==> config.mk <==
export PLATFORM = sky130hd
export DESIGN_NAME = pdcg_top
export DESIGN_NICKNAME = d
export VERILOG_FILES = /design/src/verilog/pdcg_clk_div.v /design/src/verilog/pdcg_top.v
export VERILOG_INCLUDE_DIRS = /design/src /design/src/verilog
export SDC_FILE = /design/constraint.sdc
export NUM_CORES = 1
export LEC_CHECK = 0
export BUFFER_PORTS_ARGS = -buffer_cell sky130_fd_sc_hd__buf_4
export CAP_MARGIN = 20
export CORE_MARGIN = 5
export CORE_UTILIZATION = 35
export DETAILED_ROUTE_END_ITERATION = 6
export GPL_TIMING_DRIVEN = 0
export PLACE_DENSITY = 0.51
export RECOVER_POWER = 100
export SLEW_MARGIN = 15
export SYNTH_ARGS = -nofsm -noshare
export SYNTH_HDL_FRONTEND = slang
export SYNTH_SLANG_ARGS = --single-unit
==> constraint.sdc <==
create_clock -name i_clk -period 6.2 [get_ports i_clk]
set_clock_uncertainty 0.2 [all_clocks]
set_input_delay 1.55 -clock i_clk [delete_from_list [all_inputs] [get_ports i_clk]]
set_output_delay 1.55 -clock i_clk [all_outputs]
set_load 0.05 [all_outputs]
==> src/verilog/pdcg_defs.vh <==
// Constants for the clock generator control logic
`ifndef PDCG_DEFS_VH
`define PDCG_DEFS_VH

`define PDCG_VCO_LO      2'h0
`define PDCG_VCO_MID     2'h1
`define PDCG_VCO_RSVD    2'h2
`define PDCG_VCO_HI      2'h3
`define PDCG_UNLOCK_DIV  6'h02
`define PDCG_IRC_HALF    4'h5
`define PDCG_SETTLE_CYC  16'h0040
`define PDCG_FAM_A       1'b0
`define PDCG_FAM_B       1'b1

`endif

==> src/verilog/pdcg_clk_div.v <==
// Programmable toggle divider: output toggles every half_cnt+1 input enables
`timescale 1ns/1ps
`default_nettype none
module pdcg_clk_div #(
    parameter W = 8
) (
    // Clock and reset
    input  wire         i_clk,
    input  wire         i_rst,
    input  wire         i_ce,
    // Divider control
    input  wire         i_en,
    input  wire [W-1:0] i_half_cnt,
    input  wire         i_bypass,
    // Output
    output reg          o_clk
);
    reg [W-1:0] cnt_q;

    always @(posedge i_clk or posedge i_rst) begin
        if (i_rst) begin
            cnt_q <= {W{1'b0}};
            o_clk <= 1'b0;
        end else if (i_ce) begin
            if (i_bypass) begin
                // Bypass copies i_en onto o_clk one cycle later; enables on adjacent cycles merge into one pulse
                cnt_q <= {W{1'b0}};
                o_clk <= i_en;
            end else if (i_en) begin
                if (cnt_q >= i_half_cnt) begin
                    cnt_q <= {W{1'b0}};
                    o_clk <= ~o_clk;
                end else begin
                    cnt_q <= cnt_q + {{(W-1){1'b0}}, 1'b1};
                end
            end
        end
    end
endmodule // pdcg_clk_div
`default_nettype wire

==> src/verilog/pdcg_top.v <==
// Clock generator control: reference, VCO model, post divider, bus clock
// The VCO is modelled as ticks of i_clk: each reference edge releases
// 2*(mult+1) VCO ticks in variant A, (mult+1) in variant B, so frequency
// ratios match the formulas while the analog loop stays outside.
`timescale 1ns/1ps
`default_nettype none
`include "pdcg_defs.vh"
module pdcg_top #(
    parameter MW      = 6,
    parameter RW      = 6,
    parameter PW      = 5,
    parameter FAMILY  = 1'b0,
    parameter SETTLE  = 16
) (
    // Clock, reset, enable
    input  wire          i_clk,
    input  wire          i_rst,
    input  wire          i_ce,
    // Oscillator pin
    input  wire          i_osc,
    // Configuration
    input  wire [1:0]    i_vco_gain_range,
    input  wire [1:0]    i_ref_filter_range,
    input  wire [MW-1:0] i_feedback_multiplier_value,
    input  wire [RW-1:0] i_reference_divider_value,
    input  wire [PW-1:0] i_post_divider_value,
    input  wire          i_pll_clock_select,
    input  wire          i_external_osc_enable,
    input  wire          i_pll_enable,
    // Status and clocks
    output reg           o_lock,
    output reg           o_ref_clk,
    output reg           o_pll_clk,
    output reg           o_bus_clk,
    output reg  [1:0]    o_filter_cfg,
    output reg           o_engaged_external_mode,
    output reg           o_engaged_internal_mode
);
    localparam ST_OFF    = 3'b001;
    localparam ST_SETTLE = 3'b010;
    localparam ST_LOCKED = 3'b100;

    // Three-stage pin synchroniser; edge counted when stages two and three agree
    reg        osc_s1_q, osc_s2_q, osc_s3_q, osc_lvl_q;
    always @(posedge i_clk or posedge i_rst) begin
        if (i_rst) begin
            osc_s1_q  <= 1'b0;
            osc_s2_q  <= 1'b0;
            osc_s3_q  <= 1'b0;
            osc_lvl_q <= 1'b0;
        end else if (i_ce) begin
            osc_s1_q <= i_osc;
            osc_s2_q <= osc_s1_q;
            osc_s3_q <= osc_s2_q;
            if (osc_s2_q == osc_s3_q)
                osc_lvl_q <= osc_s3_q;
        end
    end
    wire osc_rise = (osc_s2_q == osc_s3_q) & osc_s3_q & ~osc_lvl_q;

    // Internal 1 MHz reference: 10 MHz clock toggled every 5 cycles
    reg [3:0] irc_cnt_q;
    reg       irc_q;
    always @(posedge i_clk or posedge i_rst) begin
        if (i_rst) begin
            irc_cnt_q <= 4'h0;
            irc_q     <= 1'b0;
        end else if (i_ce) begin
            if (irc_cnt_q == `PDCG_IRC_HALF - 4'h1) begin
                irc_cnt_q <= 4'h0;
                irc_q     <= ~irc_q;
            end else begin
                irc_cnt_q <= irc_cnt_q + 4'h1;
            end
        end
    end
    wire irc_rise = (irc_cnt_q == `PDCG_IRC_HALF - 4'h1) & ~irc_q;

    // Reference divider: one ref pulse per (reference_divider_value+1) oscillator edges; variant B internal mode takes each internal reference rise undivided
    reg [RW-1:0] rdiv_q;
    reg          ref_tick_q;
    wire use_irc = (FAMILY == `PDCG_FAM_B) & ~i_external_osc_enable;
    always @(posedge i_clk or posedge i_rst) begin
        if (i_rst) begin
            rdiv_q     <= {RW{1'b0}};
            ref_tick_q <= 1'b0;
        end else if (i_ce) begin
            ref_tick_q <= 1'b0;
            if (use_irc) begin
                rdiv_q     <= {RW{1'b0}};
                ref_tick_q <= irc_rise;
            end else if (osc_rise) begin
                if (rdiv_q >= i_reference_divider_value) begin
                    rdiv_q     <= {RW{1'b0}};
                    ref_tick_q <= 1'b1;
                end else begin
                    rdiv_q <= rdiv_q + {{(RW-1){1'b0}}, 1'b1};
                end
            end
        end
    end

    // VCO tick generator: a burst of vco ticks per reference tick
    reg [MW+1:0] burst_q;
    reg          vco_tick_q;
    wire [MW+1:0] mult1 = {2'b00, i_feedback_multiplier_value}
                        + {{(MW+1){1'b0}}, 1'b1};
    wire [MW+1:0] burst_len = (FAMILY == `PDCG_FAM_A) ?
                              {mult1[MW:0], 1'b0} : mult1;
    always @(posedge i_clk or posedge i_rst) begin
        if (i_rst) begin
            burst_q    <= {(MW+2){1'b0}};
            vco_tick_q <= 1'b0;
        end else if (i_ce) begin
            if (ref_tick_q & i_pll_enable)
                burst_q <= burst_len;
            else if (burst_q != {(MW+2){1'b0}})
                burst_q <= burst_q - {{(MW+1){1'b0}}, 1'b1};
            vco_tick_q <= (burst_q != {(MW+2){1'b0}});
        end
    end

    // Lock tracking; a change of gain, multiplier, reference or post divider drops lock and restarts settle
    reg [2:0]    st_q;
    reg [15:0]   settle_q;
    reg [MW+RW+PW+1:0] cfg_q;
    wire [MW+RW+PW+1:0] cfg_now = {i_vco_gain_range,
        i_feedback_multiplier_value, i_reference_divider_value,
        i_post_divider_value};
    wire cfg_chg   = (cfg_now != cfg_q);
    wire gain_bad  = (i_vco_gain_range == `PDCG_VCO_RSVD);
    always @(posedge i_clk or posedge i_rst) begin
        if (i_rst) begin
            st_q     <= ST_OFF;
            settle_q <= 16'h0000;
            cfg_q    <= {(MW+RW+PW+2){1'b0}};
            o_lock   <= 1'b0;
        end else if (i_ce) begin
            cfg_q <= cfg_now;
            case (st_q)
                ST_OFF: begin
                    o_lock   <= 1'b0;
                    settle_q <= 16'h0000;
                    if (i_pll_enable & ~gain_bad)
                        st_q <= ST_SETTLE;
                end
                ST_SETTLE: begin
                    if (~i_pll_enable | gain_bad | cfg_chg) begin
                        st_q     <= i_pll_enable & ~gain_bad ?
                                    ST_SETTLE : ST_OFF;
                        settle_q <= 16'h0000;
                    end else if (ref_tick_q) begin
                        if (settle_q == SETTLE[15:0] - 16'h0001) begin
                            st_q   <= ST_LOCKED;
                            o_lock <= 1'b1;
                        end else begin
                            settle_q <= settle_q + 16'h0001;
                        end
                    end
                end
                ST_LOCKED: begin
                    if (~i_pll_enable | gain_bad | cfg_chg) begin
                        o_lock   <= 1'b0;
                        settle_q <= 16'h0000;
                        st_q     <= ST_OFF;
                    end
                end
                default: begin
                    st_q   <= ST_OFF;
                    o_lock <= 1'b0;
                end
            endcase
        end
    end

    // Post divider half-period selection per variant
    reg [PW:0] post_half;
    reg        post_byp;
    always @* begin
        post_half = {(PW+1){1'b0}};
        post_byp  = 1'b0;
        if (FAMILY == `PDCG_FAM_A) begin
            if (i_post_divider_value == {PW{1'b0}})
                post_byp = 1'b1;
            else
                post_half = {1'b0, i_post_divider_value}
                          - {{PW{1'b0}}, 1'b1};
        end else if (o_lock) begin
            // Pre-counter pulses are forwarded one per enable
            post_byp = 1'b1;
        end else begin
            post_half = `PDCG_UNLOCK_DIV - 6'h01;
        end
    end

    // Variant B locked needs odd ratios as well, which a toggle divider
    // cannot give: a pre-counter passes one pulse per post+1 VCO ticks.
    // Limitation: a divide-by-one setting shows one edge per burst, since
    // VCO ticks within a burst fall on adjacent clock cycles.
    reg  [PW-1:0] pre_q;
    wire          odd_mode = (FAMILY == `PDCG_FAM_B) & o_lock;
    wire          pre_hit  = vco_tick_q & (pre_q >= i_post_divider_value);
    wire          post_en  = odd_mode ? pre_hit : vco_tick_q;
    always @(posedge i_clk or posedge i_rst) begin
        if (i_rst) begin
            pre_q <= {PW{1'b0}};
        end else if (i_ce & vco_tick_q) begin
            if (pre_hit)
                pre_q <= {PW{1'b0}};
            else
                pre_q <= pre_q + {{(PW-1){1'b0}}, 1'b1};
        end
    end

    wire pll_raw;
    pdcg_clk_div #(.W(PW+1)) u_post (
        .i_clk      (i_clk),
        .i_rst      (i_rst),
        .i_ce       (i_ce),
        .i_en       (post_en),
        .i_half_cnt (post_half),
        .i_bypass   (post_byp),
        .o_clk      (pll_raw)
    );

    // Bus clock: half the PLL output when selected, else oscillator level
    reg pll_d_q;
    always @(posedge i_clk or posedge i_rst) begin
        if (i_rst) begin
            pll_d_q   <= 1'b0;
            o_pll_clk <= 1'b0;
            o_bus_clk <= 1'b0;
            o_ref_clk <= 1'b0;
            o_filter_cfg            <= 2'h0;
            o_engaged_external_mode <= 1'b0;
            o_engaged_internal_mode <= 1'b0;
        end else if (i_ce) begin
            pll_d_q   <= pll_raw;
            o_pll_clk <= pll_raw;
            if (i_pll_clock_select) begin
                if (pll_raw & ~pll_d_q)
                    o_bus_clk <= ~o_bus_clk;
            end else begin
                o_bus_clk <= osc_lvl_q;
            end
            if (ref_tick_q)
                o_ref_clk <= ~o_ref_clk;
            o_filter_cfg <= i_ref_filter_range;
            o_engaged_external_mode <= (FAMILY == `PDCG_FAM_B) &
                i_pll_clock_select & i_external_osc_enable;
            o_engaged_internal_mode <= (FAMILY == `PDCG_FAM_B) &
                i_pll_clock_select & ~i_external_osc_enable;
        end
    end
endmodule // pdcg_top
`default_nettype wire

==> results.yml <==
status:
  status: "finished clean"
critical_path:
  critPathBufInv: 2
  critPathMaxFanout: 7
  cp_top_family: "simple AND/OR/NAND/NOR gates"
  timing.rr.end: "settle_q[5]"
  path_depth: 13
  critPathCaptureType: "flop"
  crit_chain: "clkbuf_1 -> inv_1 -> ha_1 -> nand2b_1 -> nor3_1 -> nor2_1 -> ha_1 -> nand2b_1 -> a21o_1 -> a21oi_1 -> o21ai_0 -> nor2_1 -> mux2_2"
  slowest_delay_ps: 620
  cpMaxStageDelayCell: "o21ai_0"
  worst_r2r_startpoint: "cfg_q[1]"
  startpoint_type: "primary input"
  ff2ff_path_depth: 9
  crit_arrival_ps: 4320
  crit_type: "primary input to flop"
  crit_required_ps: 6220
  r2r_setup_slack_ps: 3070
min_path:
  hold_depth: 1
  hp-class: "flop to flop"
  hp-start: "o_ref_clk"
  hold-path-endpoint: "o_ref_clk"
floorplanning:
  initial_core_util: 0.359
  rows: 39
  fp.coreArea_um2: 11500
  die_w_um: 119
  die_h_um: 119
  io_pins: 36
  die_area_um2: 14100
layout:
  final_nets: 518
  n_antenna_cell: 0
  layout_common_cells: "dfrtp_1 (70), o21ai_0 (47), nand2_1 (32)"
  final_common_cell: "dfrtp_1"
  layout-drive-gt1-share: 0.168
  area_growth_pct: 16.8
  final_area_um2: 4830
placement:
  placed_area_um2: 4580
  place_ws_ps: 1750
  dp_hpwl_um: 6640
  gp_congestion: 0.763
  port_buffers: 32
grt:
  antenna_found_initial: 0
  grt_first_pass_wirelength_um: 16000
  grt_use_total: 0.139
  grt_max_degree: 57
  grt_pass1_vias: 3198
  overflow: 0
yosys:
  post_synth_num_cell_types: 61
  synth_top_flop_cell: "dfrtp_1"
  synth_seq_cells: 71
  synth.area.top_cells: "dfrtp_1 (42%), mux2_2 (7.4%), ha_1 (5.8%)"
  synth-seq-area-share: 0.430
  yosys.area.top_type: "dfrtp_1"
  synth_cells: 426
  synth_area_um2: 4130
  synth_edf_count: 0
  syn_area_per_cell_um2: 9.70
  async_flop_share: 1.00
  yosysWarningCount: 0
  yosysTopAreaCellShare: 0.424
power:
  ir_worst_vdd_mv: 0.136
  p_int_w: 0.00108
  p_comb_frac: 0.260
  seqPwrFrac: 0.406
  p_leak_nw: 2.13
  p_clk_frac: 0.334
  netSwitchingFraction: 0.329
  switchingPower_w: 0.000528
  powerDensity_nw_per_um2: 333
  power_w: 0.00161
drt:
  drt-pass1-iter-count: 4
  wirelength_um: 9090
  drt-wirelength-per-cell_um: 14.7
  drc: 0
  vias: 3244
  drt-vias-per-instance: 5.24
  final_antenna_net_count: 0
  drtIter0Drc: 161
sta:
  fin_tns_setup_ps: 0
  rsz0062_at_grt: "no"
  max_freq_ghz: 0.232
  setup_slack_ps: 1900
  hold_viol_final: 0
  fin_crit_ps: 4300
  finalSetupViolCount: 0
  fin_crit_sh: 0.694
  slew_headroom: 0.458
  final_max_slew_viol_count: 0
  tightestPinTransition_ps: 808
clock_network:
  cts_tree: "built"
  worstSkewPairLatency_ps: 330
  root_buffer: "clkbuf_16"
  cts_setup_buffers: 0
  clockBufferDepth: 2
  clock_sinks: 71
  ctsHoldBuffers: 0
  htreeDepth: 3
  numCtsBuffers: 9
  cts_repair_resize_count: 0
  clk_pin_slew_ps: 60
flow_run:
  maxCapViolations: 0
area by class of cell:
class | instances | area (um^2)
Buffer | 14 | 62.6
Clock buffer | 13 | 270
Clock inverter | 3 | 40.0
Fill cell | 1160 | 6690
Inverter | 22 | 83.8
Multi-Input combinational cell | 320 | 2180
Sequential cell | 71 | 1780
Tap cell | 143 | 179
Timing Repair Buffer | 33 | 234
power by group through the flow:
stage / Combinational, W / Sequential (W) / Clock, W
2_1_floorplan: 0.000290 / 0.000674 / 0
3_3_place_gp: 0.000427 / 0.000656 / 0
3_5_place_dp: 0.000440 / 0.000658 / 0
4_1_cts: 0.000441 / 0.000651 / 0.000555
5_1_grt: 0.000480 / 0.000667 / 0.000574
6_report: 0.000417 / 0.000651 / 0.000537
sequential cells by signal (all words and copies together), names as in the netlist:
name,flops
cfg_q,19
settle_q,16
burst_q,8
rdiv_q,6
u_post.cnt_q,6
st_q,3
o_filter_cfg,2
o_bus_clk,1
o_lock,1
o_ref_clk,1
osc_lvl_q,1
osc_s1_q,1
osc_s2_q,1
osc_s3_q,1
pll_d_q,1
post_en,1
ref_tick_q,1
u_post.o_clk,1
worst register-to-register path, stage by stage (launching register included):
cell	delay, ps
dfrtp_1	390
xnor2_1	300
nand4_1	160
nor3_1	290
and2_0	340
a21o_1	360
or2_0	160
clkbuf_1	210
clkbuf_1	420
o21ai_0	170
Yosys cell counts (all sizes together) (2+ instances only):
| master | count |
|---|---|
| a21oi | 20 |
| nor3 | 8 |
| dfrtp | 70 |
| o31ai | 10 |
| and3 | 8 |
| or3 | 3 |
| nor4 | 4 |
| a22o | 2 |
| a21o | 8 |
| inv | 22 |
| a31oi | 2 |
| a32o | 2 |
| nand2 | 32 |
| o22ai | 4 |
| nor2 | 21 |
| o21a | 2 |
| buf | 8 |
| nor2b | 4 |
| and2b | 4 |
| clkbuf | 6 |
| nand2b | 14 |
| mux2 | 27 |
| nand3 | 19 |
| xor2 | 4 |
| o21ai | 48 |
| nand4 | 8 |
| or2 | 2 |
| and2 | 4 |
| a211oi | 2 |
| xnor2 | 23 |
| ha | 19 |
through the flow:
| stage | utilization | instances | hold WS (ps) |
|---|---|---|---|
| after floorplan | - | 427 | 257 |
| after global placement | 0.395 | 602 | 263 |
| after CTS | 0.425 | 619 | 285 |
| after global routing | 0.419 | 619 | 312 |
| after detailed placement | 0.398 | 603 | 278 |
| final | 0.419 | 619 | 281 |
how the worst max path moves through the flow:
stage,startpoint,to,slack [ps]
after floorplan,i_post_divider_value[0],u_post.cnt_q[4],2380
after global placement,i_rst,rdiv_q[2],1550
after detailed placement,i_post_divider_value[0],u_post.cnt_q[5],1750
after CTS,i_post_divider_value[0],u_post.cnt_q[5],2120
after global routing,i_post_divider_value[1],u_post.cnt_q[0],1540
final,i_post_divider_value[1],u_post.cnt_q[0],1900
logic make-up (layout without fill, tap and decap cells):
kind of cell             Yosys count  after routing  share of synthesized area
AO/OA/AOI/OAI                    109            109                      0.169
AND/OR/NAND/NOR                  135            135                      0.171
XOR/XNOR                          27             27                     0.0572
multiplexers                      28             28                     0.0760
buffers and inverters             36             85                     0.0388
adder cells (fa/ha/maj)           19             19                     0.0575
flip-flops                        71             71                      0.430
other                              1              2                   0.000908
per-layer routing:
metal  vias to the layer above  routed length, um  global-route usage
met1                      1573               4730               0.198
li1                       1614                  -                   -
met5                         -                  0                   0
met4                         0                193              0.0608
met3                        12                239              0.0277
met2                        45               3920               0.203
Note: power is estimated with default switching activity, not from simulation.
